[config.mk]
export PLATFORM = sky130hd
export DESIGN_NAME = psds_phase_step_detect
export DESIGN_NICKNAME = d
export VERILOG_FILES = /design/src/psds_phase_step_detect.v
export VERILOG_INCLUDE_DIRS = /design/src /design/src/common
export SDC_FILE = /design/constraint.sdc
export NUM_CORES = 1
export LEC_CHECK = 0
export ABC_AREA = 1
export BUFFER_PORTS_ARGS = -buffer_cell sky130_fd_sc_hd__buf_2
export CELL_PAD_IN_SITES_DETAIL_PLACEMENT = 0
export CELL_PAD_IN_SITES_GLOBAL_PLACEMENT = 1
export CORE_ASPECT_RATIO = 0.7
export CORE_UTILIZATION = 35
export CTS_CLUSTER_DIAMETER = 30
export DETAILED_ROUTE_END_ITERATION = 16
export PLACE_DENSITY_LB_ADDON = 0.1
export SYNTH_ARGS = -nofsm -noshare
export SYNTH_HDL_FRONTEND = slang
export SYNTH_SLANG_ARGS = --single-unit
[constraint.sdc]
create_clock -name core_clk_i -period 18.1 [get_ports core_clk_i]
set_input_delay 0.905 -clock core_clk_i [delete_from_list [all_inputs] [get_ports core_clk_i]]
set_output_delay 0.905 -clock core_clk_i [all_outputs]
set_load 0.005 [all_outputs]
[src/common/psds_map.vh]
`ifndef PSDS_MAP_VH
`define PSDS_MAP_VH
// ********************
// Register offsets
// ********************
`define PSDS_OFF_PROF_THR    8'h00
`define PSDS_OFF_PROF_SKEW   8'h20
`define PSDS_OFF_CTRL        8'h40
`define PSDS_OFF_SEL         8'h44
`define PSDS_OFF_LIVE        8'h48
`define PSDS_OFF_IRQ_STAT    8'h4C
`define PSDS_OFF_IRQ_MASK    8'h50
`define PSDS_OFF_SKEW_OUT    8'h54
// ********************
// Field positions
// ********************
`define PSDS_CTRL_FAULT0_BIT 0
`define PSDS_CTRL_FAULT1_BIT 1
`define PSDS_SEL_CH1_LSB     4
// ********************
// Reset values
// ********************
`define PSDS_THR_RST         32'h00000000
`define PSDS_SKEW_RST        24'h000000
`define PSDS_CTRL_RST        2'h0
`define PSDS_SEL_RST         8'h00
`define PSDS_MASK_RST        2'h0
`endif

[src/psds_phase_step_detect.v]
// Our own choices: the AHB-Lite interface to the registers and the register addresses.
`timescale 1ns/1ps
`include "psds_map.vh"
module psds_phase_step_detect #(
	parameter PH_W  = 32,
	parameter PROFS = 8
) (
	input  wire              core_clk_i,
	input  wire              reset_i,
	input  wire [31:0]       haddr,
	input  wire [1:0]        htrans,
	input  wire              hwrite,
	input  wire [2:0]        hsize,
	input  wire              hsel,
	input  wire              hready,
	input  wire [31:0]       hwdata,
	output reg  [31:0]       hrdata,
	output reg               hreadyout,
	output reg               hresp,
	input  wire [1:0]        ph_valid_i,
	input  wire [2*PH_W-1:0] ph_err_i,
	input  wire [1:0]        freq_lock_i,
	input  wire [1:0]        ref_active_i,
	output reg  [1:0]        acq_restart_o,
	output reg  [1:0]        fast_acq_o,
	output reg  [1:0]        ref_mon_reset_o,
	output reg  [1:0]        step_live_o,
	output reg  [23:0]       skew0_o,
	output reg  [23:0]       skew1_o,
	output reg               irq_o
);
	// ********************
	// Register storage
	// ********************
	reg  [31:0] thr_reg  [0:PROFS-1];
	reg  [23:0] skew_reg [0:PROFS-1];
	reg  [1:0]  ctrl_reg;
	reg  [7:0]  sel_reg;
	reg  [1:0]  stat_reg;
	reg  [1:0]  mask_reg;
	reg  [1:0]  fast_en_reg;
	reg  [7:0]  addr_reg;
	reg         wr_reg;
	reg         rd_reg;
	wire        take;
	wire [1:0]  step_hit;
	wire        stat_rd;
	integer     i;
	reg  [31:0] rd_word;
	reg  [31:0] fwd_word;
	reg         fwd_hit;
	wire [7:0]  rd_addr;
	wire [1:0]  stat_next;

	assign take = hsel & hready & htrans[1];
	assign stat_rd = rd_reg & (addr_reg == `PSDS_OFF_IRQ_STAT);
	assign rd_addr = haddr[7:0];
	// New event beats the read clear
	assign stat_next = (stat_rd ? 2'h0 : stat_reg) | step_hit;

	// ********************
	// AHB slave, zero wait
	// ********************
	always @(posedge core_clk_i or posedge reset_i)
	begin
		if (reset_i)
		begin
			addr_reg  <= 8'h00;
			wr_reg    <= 1'b0;
			rd_reg    <= 1'b0;
		end
		else
		begin
			if (take)
			begin
				addr_reg <= rd_addr;
			end
			wr_reg   <= take & hwrite;
			rd_reg   <= take & ~hwrite;
		end
	end

	// ********************
	// Response, never stalls
	// ********************
	always @(posedge core_clk_i or posedge reset_i)
	begin
		if (reset_i)
		begin
			hreadyout <= 1'b1;
			hresp     <= 1'b0;
		end
		else
		begin
			hreadyout <= 1'b1;
			hresp     <= 1'b0;
		end
	end

	always @(posedge core_clk_i or posedge reset_i)
	begin
		if (reset_i)
		begin
			for (i = 0; i < PROFS; i = i + 1)
			begin
				thr_reg[i]  <= `PSDS_THR_RST;
				skew_reg[i] <= `PSDS_SKEW_RST;
			end
			ctrl_reg    <= `PSDS_CTRL_RST;
			sel_reg     <= `PSDS_SEL_RST;
			mask_reg    <= `PSDS_MASK_RST;
			fast_en_reg <= 2'h3;
		end
		else if (wr_reg)
		begin
			if (addr_reg < `PSDS_OFF_PROF_SKEW)
			begin
				thr_reg[addr_reg[4:2]] <= hwdata;
			end
			else if (addr_reg < `PSDS_OFF_CTRL)
			begin
				skew_reg[addr_reg[4:2]] <= hwdata[23:0];
			end
			else if (addr_reg == `PSDS_OFF_CTRL)
			begin
				ctrl_reg    <= hwdata[1:0];
				fast_en_reg <= hwdata[3:2];
			end
			else if (addr_reg == `PSDS_OFF_SEL)
			begin
				sel_reg <= hwdata[7:0];
			end
			else if (addr_reg == `PSDS_OFF_IRQ_MASK)
			begin
				mask_reg <= hwdata[1:0];
			end
			else
			begin
				// Read-only and unmapped words drop the write
			end
		end
	end

	// Lookahead decode keeps hrdata on a flop without a wait state
	always @*
	begin
		rd_word = 32'h00000000;
		if (rd_addr < `PSDS_OFF_PROF_SKEW)
		begin
			rd_word = thr_reg[rd_addr[4:2]];
		end
		else if (rd_addr < `PSDS_OFF_CTRL)
		begin
			rd_word = {8'h00, skew_reg[rd_addr[4:2]]};
		end
		else if (rd_addr == `PSDS_OFF_CTRL)
		begin
			rd_word = {28'h0000000, fast_en_reg, ctrl_reg};
		end
		else if (rd_addr == `PSDS_OFF_SEL)
		begin
			rd_word = {24'h000000, sel_reg};
		end
		else if (rd_addr == `PSDS_OFF_LIVE)
		begin
			rd_word = {30'h00000000, step_live_o};
		end
		else if (rd_addr == `PSDS_OFF_IRQ_STAT)
		begin
			rd_word = {30'h00000000, stat_next};
		end
		else if (rd_addr == `PSDS_OFF_IRQ_MASK)
		begin
			rd_word = {30'h00000000, mask_reg};
		end
		else if (rd_addr == `PSDS_OFF_SKEW_OUT)
		begin
			rd_word = {8'h00, skew0_o};
		end
	end

	// A write still in its data phase is not in the register yet: hand it on
	always @*
	begin
		fwd_hit  = 1'b0;
		fwd_word = 32'h00000000;
		if (wr_reg & (addr_reg == rd_addr))
		begin
			if (rd_addr < `PSDS_OFF_PROF_SKEW)
			begin
				fwd_hit  = 1'b1;
				fwd_word = hwdata;
			end
			else if (rd_addr < `PSDS_OFF_CTRL)
			begin
				fwd_hit  = 1'b1;
				fwd_word = {8'h00, hwdata[23:0]};
			end
			else if (rd_addr == `PSDS_OFF_CTRL)
			begin
				fwd_hit  = 1'b1;
				fwd_word = {28'h0000000, hwdata[3:0]};
			end
			else if (rd_addr == `PSDS_OFF_SEL)
			begin
				fwd_hit  = 1'b1;
				fwd_word = {24'h000000, hwdata[7:0]};
			end
			else if (rd_addr == `PSDS_OFF_IRQ_MASK)
			begin
				fwd_hit  = 1'b1;
				fwd_word = {30'h00000000, hwdata[1:0]};
			end
		end
	end

	// ********************
	// Read data launched from the address phase
	// ********************
	always @(posedge core_clk_i or posedge reset_i)
	begin
		if (reset_i)
		begin
			hrdata <= 32'h00000000;
		end
		else if (take & ~hwrite)
		begin
			if (fwd_hit)
			begin
				hrdata <= fwd_word;
			end
			else
			begin
				hrdata <= rd_word;
			end
		end
		else
		begin
			hrdata <= 32'h00000000;
		end
	end

	// ********************
	// Per-channel detector
	// ********************
	genvar c;
	generate
		for (c = 0; c < 2; c = c + 1)
		begin : g_ch
			wire [2:0]      prof;
			wire [PH_W-1:0] smp;
			wire [PH_W-1:0] mag;
			wire [31:0]     thr;
			wire            armed;
			assign prof  = sel_reg[c*4 +: 3];
			assign smp   = ph_err_i[c*PH_W +: PH_W];
			// Most negative sample wraps to itself, still reads as huge
			assign mag   = smp[PH_W-1] ? (~smp + 1'b1) : smp;
			assign thr   = thr_reg[prof];
			// Lock and active reference gate the detector
			assign armed = (thr != 32'h00000000) & freq_lock_i[c] & ref_active_i[c];
			assign step_hit[c] = armed & ph_valid_i[c] & (mag > thr);

			always @(posedge core_clk_i or posedge reset_i)
			begin
				if (reset_i)
				begin
					acq_restart_o[c]   <= 1'b0;
					fast_acq_o[c]      <= 1'b0;
					ref_mon_reset_o[c] <= 1'b0;
					step_live_o[c]     <= 1'b0;
				end
				else
				begin
					acq_restart_o[c]   <= step_hit[c];
					fast_acq_o[c]      <= step_hit[c] & fast_en_reg[c];
					ref_mon_reset_o[c] <= step_hit[c] & ctrl_reg[c];
					if (~armed)
					begin
						step_live_o[c] <= 1'b0;
					end
					else if (ph_valid_i[c])
					begin
						step_live_o[c] <= mag > thr;
					end
				end
			end
		end
	endgenerate

	// ********************
	// Sticky status, read clears
	// ********************
	always @(posedge core_clk_i or posedge reset_i)
	begin
		if (reset_i)
		begin
			stat_reg <= 2'h0;
			irq_o    <= 1'b0;
		end
		else
		begin
			stat_reg <= stat_next;
			irq_o    <= |(stat_next & mask_reg);
		end
	end

	// ********************
	// Skew to references
	// ********************
	always @(posedge core_clk_i or posedge reset_i)
	begin
		if (reset_i)
		begin
			skew0_o <= `PSDS_SKEW_RST;
			skew1_o <= `PSDS_SKEW_RST;
		end
		else
		begin
			// Zero skew leaves the reference untouched
			skew0_o <= skew_reg[sel_reg[2:0]];
			skew1_o <= skew_reg[sel_reg[6:4]];
		end
	end
endmodule // psds_phase_step_detect

-- Word-level counts from Yosys, hierarchy flattened
Cells that the tools add are included.
- word-level logic and storage cells: 155
- register bits after elaboration: 563
- output and inout bits: 91
- input port bits: 144
- order comparisons: 11
- mux-type cells: 53
- eq/ne operators: 13
- $add $sub $neg: 2
- bitwise operators: 31
- reductions and logical operators: 9
- operator list (kind ; count):
    32-bit 2-to-1 mux ; 14
    24-bit 2-to-1 mux ; 15
    32-bit binary-select mux with 3-bit select ; 3
    256-bit bitwise mux ; 1
    24-bit binary-select mux with 3-bit select ; 3
    192-bit bitwise mux ; 1
    32-bit demux with 3-bit select ; 1
    8-bit by 7-bit == test with 1-bit output, second input constant ; 10
    24-bit demux with 3-bit select ; 1
    32-bit by 1-bit adder with 32-bit output, second input constant ; 2
    32-bit > comparator ; 2
    32-bit inverter ; 2
    32-bit nonzero test ; 2
    1-bit bitwise AND ; 18
    4-bit greater-or-equal comparator, second input constant ; 4
    8-bit by 6-bit less-than comparator with 1-bit output, second input constant ; 2
    8-bit by 7-bit less-than comparator with 1-bit output, second input constant ; 2
    8-bit 2-to-1 mux ; 2
    3-bit inverter with 4-bit output ; 4
    1-bit 2-to-1 mux ; 10
    8-bit == test ; 1
    6-bit AND reduction ; 1
    1-bit inverter ; 5
    5-bit AND reduction ; 1
    other kinds (10) ; 12

-- Logic depth before layout (Yosys ltp)
- depth after elaboration: 18
- mapped depth: 33
- gate-level depth less buffers: 33

-- Least setup slack after synthesis
OpenSTA, ideal clock, no wires.
- kind: input to register
- start: input port ph_err_i[0]
- end: register hrdata[0]
- stages: 28
- required time: 18.023 ns
- library setup time: 0.077 ns
- arrival time: 4.064 ns
- buffers on the path: 0
- path slack: 13.959 ns
- cell sequence: inv_1 ha_1 inv_1 nor4_1 nand3_1 nor3_1 nand2_1 inv_1 nand2_1 nand2_1 o21ai_0 a21oi_1 nand2_1 xor2_1 ha_1 nand2_1 nor2_1 nor3b_1 nand2_1 a21oi_1 nand3_2 nand3_1 nand2_1 nand4_1 nand2_1 nand2_1 nand2_1 a21oi_1
- cells in the longest elaborated chain, start to end: 14
- ends and longest elaborated chain (item ; RTL line ; text):
    start, declared ; psds_phase_step_detect.v:21 ; input wire [2*PH_W-1:0] ph_err_i,
    32-bit inverter ; psds_phase_step_detect.v:258 ; assign mag = smp[PH_W-1] ? (~smp + 1'b1) : smp;
    32-bit by 1-bit adder with 32-bit output ; psds_phase_step_detect.v:258 ;
    32-bit 2-to-1 mux * ; psds_phase_step_detect.v:258 ;
    32-bit > comparator * ; psds_phase_step_detect.v:262 ; assign step_hit[c] = armed & ph_valid_i[c] & (mag > thr);
    1-bit bitwise AND * ; psds_phase_step_detect.v:262 ;
    2-bit OR * ; psds_phase_step_detect.v:59 ; assign stat_next = (stat_rd ? 2'h0 : stat_reg) | step_hit;
    24-bit 2-to-1 mux * ; psds_phase_step_detect.v:168 ; else if (rd_addr == `PSDS_OFF_IRQ_STAT)
    24-bit 2-to-1 mux * ; psds_phase_step_detect.v:164 ; else if (rd_addr == `PSDS_OFF_LIVE)
    24-bit 2-to-1 mux * ; psds_phase_step_detect.v:160 ; else if (rd_addr == `PSDS_OFF_SEL)
    24-bit 2-to-1 mux * ; psds_phase_step_detect.v:156 ; else if (rd_addr == `PSDS_OFF_CTRL)
    24-bit 2-to-1 mux * ; psds_phase_step_detect.v:152 ; else if (rd_addr < `PSDS_OFF_CTRL)
    32-bit 2-to-1 mux * ; psds_phase_step_detect.v:148 ; if (rd_addr < `PSDS_OFF_PROF_SKEW)
    32-bit 2-to-1 mux * ; psds_phase_step_detect.v:228 ; if (fwd_hit)
    32-bit 2-to-1 mux * ; psds_phase_step_detect.v:226 ; else if (take & ~hwrite)
    end signal, assigned ; psds_phase_step_detect.v:230 ; hrdata <= fwd_word;
    end signal, assigned ; psds_phase_step_detect.v:234 ; hrdata <= rd_word;
    end, declared ; psds_phase_step_detect.v:17 ; output reg [31:0] hrdata,
Every way passes the cells marked *; elsewhere a longest branch is shown, timed or not.
A chain may end at the register's enable or synchronous reset.

-- Worst setup path after layout
- start: register sel_reg[0]
- end: register hrdata[0]
- cells in the longest elaborated chain, start to end: 18
- elaborated cells on any way between the ends: 19
- classes of those cells: order compare: 1; mux: 11; bitwise: 6; reduce/logical: 1
- ends and longest elaborated chain (item ; RTL line ; text):
    start, declared ; psds_phase_step_detect.v:38 ; reg [7:0] sel_reg;
    start signal, assigned ; psds_phase_step_detect.v:110 ; sel_reg <= `PSDS_SEL_RST;
    start signal, assigned ; psds_phase_step_detect.v:131 ; sel_reg <= hwdata[7:0];
    branches (longest 12 deep; another with 32-bit > comparator) ; - ;
    24-bit 2-to-1 mux * ; psds_phase_step_detect.v:160 ;
    24-bit 2-to-1 mux * ; psds_phase_step_detect.v:156 ;
    24-bit 2-to-1 mux * ; psds_phase_step_detect.v:152 ;
    32-bit 2-to-1 mux * ; psds_phase_step_detect.v:148 ;
    32-bit 2-to-1 mux * ; psds_phase_step_detect.v:228 ;
    32-bit 2-to-1 mux * ; psds_phase_step_detect.v:226 ;
Every way passes the cells marked *. The select of a mux whose other input is x is not followed.

==> flow_metrics.py <==
metrics = {
    "drt": {
        "drc": 0,
        "drt_pass1_iterations": 6,
        "ant_nets": 0,
        "avgViaCountPerCell": 5.57,
        "vias": 34300,
        "drt_iter0_markers": 3634,
        "wirelength_mm": 151,
        "post_drt_wl_per_cell_um": 24.5,
    },
    "clocking": {
        "cts_setup_buffers": 0,
        "cts_tree": "built",
        "cts_max_level": 4,
        "path_clk_slew_ps": 50,
        "cts_buffers": 141,
        "cts-resized-gates": 0,
        "clk_path_buf_depth": 3,
        "cts_root_buffer": "clkbuf_16",
        "clock-sinks": 563,
        "clk-insertion-delay-late_ps": 750,
        "hold_buffers": 0,
    },
    "critical_path": {
        "cp_max_fo": 58,
        "arrival_ps": 6550,
        "critPathKind": "reg2reg",
        "r2r_cells": 21,
        "rr_endpoint": "hrdata[0]",
        "max_stage_delay_ps": 770,
        "crit_top_cell": "nand2_1",
        "worstPathCellList": "buf_4 -> buf_4 -> buf_4 -> o211ai_1 -> nand3_1 -> nand2_1 -> ha_1 -> nand2_1 -> inv_1 -> nand4_1 -> nor3b_1 -> nand2_1 -> a21oi_1 -> nand3_2 -> nand3_1 -> nand2_1 -> nand4_1 -> nand2_1 -> nand2_1 -> nand2_1 -> a21oi_1",
        "reg2reg_slack_ps": 12170,
        "endpoint_kind": "register",
        "crit_slowest_cell": "dfrtp_4",
        "reg2reg_from": "sel_reg[0]",
        "startpoint_type": "register",
        "required_ps": 18720,
    },
    "flow_run": {
        "drv_cap": 0,
    },
    "synth": {
        "syn_avg_cell_area_um2": 7.38,
        "synth_cells": 4686,
        "synth-seq-area-share_pct": 40.7,
        "yosysTopAreaCell": "dfrtp_1",
        "synth_warnings": 0,
        "yosys_register_bits": 563,
        "syn_nets": 4896,
        "ys_top_cells_by_area": "dfrtp_1 (41%), nand2_1 (12%), o21ai_0 (10%)",
        "ys.flop_type": "dfrtp_1",
        "synthesis.area_um2": 34600,
        "synth_edf_count": 0,
        "async_flop_share_pct": 100,
        "yosysTopAreaCellShare_pct": 40.6,
        "yosysMostFrequentCell": "nand2_1",
        "ys_types": 48,
        "synth_common_cells": "nand2_1 (1090), o21ai_0 (688), dfrtp_1 (561), inv_1 (434), a21oi_1 (299)",
    },
    "cells_and_area": {
        "drive_gt1_share_pct": 13.7,
        "layout.nets": 4941,
        "largest_reg_flops": 256,
        "utilization_pct": 42.4,
        "syn2layout_area_growth_pct": 20.0,
        "fillers": 10100,
    },
    "timing": {
        "finalSetupViolCount": 0,
        "slew_headroom_pct": 20.4,
        "post-route-period-util_pct": 32.8,
        "rsz0062_at_grt": "false",
        "finClkSkew_ps": 37.2,
        "timing.setup.tns_ps": 0,
        "finalMaxSlewViolations": 0,
        "worst_pin_slew_ps": 1180,
        "fin_crit_ps": 5930,
        "fmax_mhz": 169,
        "finalHoldViolations": 0,
    },
    "min_path": {
        "worstHoldPathType": "in2async",
    },
    "grt": {
        "grt_overflow": 0,
        "grt_use_total_pct": 30.0,
        "grt_max_degree": 90,
        "grt_antenna_before_repair": 10,
        "grt_pass1_vias": 32500,
        "grt_pass1_wl_mm": 221,
    },
    "die": {
        "chipWidth_um": 378,
        "io_pins": 235,
        "die_y_um": 265,
        "dieArea_um2": 100000,
        "core_area_um2": 98000,
        "rows": 96,
        "initial_core_util_pct": 35.3,
    },
    "power_and_ir_drop": {
        "power_density_nw_per_um2": 127,
        "vdd_drop_max_mv": 0.0700,
        "p_leak_nw": 19.1,
    },
    "placement": {
        "port_buffers": 204,
        "hpwl_mm": 89.2,
        "place_congestion": 0.817,
    },
    "run_status": {
        "status": "completed",
    },
}
==> cell type report <==
| cell class | instances | area, um2 | area share (%) |
|---|---|---|---|
| diodes | 5 | 12.5 | 0.0301 |
| flip-flops and latches | 563 | 14100 | 34.0 |
| multi-input cells | 3312 | 17500 | 42.1 |
| inverters | 440 | 1680 | 4.04 |
| well taps | 1323 | 1660 | 3.99 |
| clock buffers | 212 | 4320 | 10.4 |
| repair buffers | 273 | 1540 | 3.71 |
| clock inverters | 41 | 721 | 1.74 |
==> per-stage QoR <==
| stage | instance area, um2 | hold WS, ps | worst slack, ps | instances | power, mW |
|---|---|---|---|---|---|
| after floorplan | 34600 | 453 | 1450 | 4686 | 2.23 |
| after global placement | 36500 | 469 | 12420 | 5911 | 2.58 |
| after detailed placement | 36500 | 474 | 12440 | 5911 | 2.59 |
| after CTS | 41500 | 241 | 12390 | 6164 | 5.30 |
| after global routing | 41500 | 287 | 12040 | 6164 | 5.52 |
| final | 41500 | 224 | 12170 | 6169 | 5.27 |
==> cell families after synthesis <==
logic type	count (synthesis)	share of synthesized area (%)
AOI/OAI and AO/OA	1418	23.0
xor gates and xnor gates	61	1.54
adders and majority gates	66	2.39
buffers and inverters	811	9.20
DFF	563	40.7
muxes	112	3.65
other	2	0.0217
and+or+nand+nor	1653	19.5
==> layout by cell type, fill, tap and decap left out, types with 112 or more instances in the layout <==
cell type and instances:
inv_1 429, nor2_1 175, buf_2 203, dfrtp_1 555, nand2_1 1087, a21oi_1 299
o21ai_0 688, clkbuf_16 150, o211ai_1 137, o22ai_1 176, mux2_2 112, nand3_1 287
==> worst max-delay path by stage <==
stage | cells after the start | endpoint | start | slack [ps]
2_1_floorplan | 1 | acq_restart_o[0] | reset_i | 1450
3_3_place_gp | 21 | hrdata[0] | sel_reg[0] | 12420
3_5_place_dp | 21 | hrdata[0] | sel_reg[0] | 12440
4_1_cts | 21 | hrdata[0] | sel_reg[0] | 12390
5_1_grt | 21 | hrdata[0] | sel_reg[0] | 12040
6_report | 21 | hrdata[0] | sel_reg[0] | 12170
==> power by group <==
part	total (mW)	internal, mW	switching, mW
Clock	2.68	1.88	0.800
Sequential	1.64	1.48	0.160
Combinational	0.952	0.305	0.647
Total	5.27	3.67	1.61
==> layer usage <==
metal	share of wire, %	GRT usage, %
met2	41	41.8
met5	0.030	0
met4	3.3	11.7
met1	47	43.6
met3	9.3	8.06
==> worst max-delay path, delay by kind of cell, from the launching register on <==
kind | cells | cell delay, ps
compound gates | 3 | 620
fa+ha+maj | 1 | 500
buf+inv | 4 | 1910
flops | 1 | 770
simple gates | 13 | 1880
Note: power is estimated with default switching activity, not from simulation.
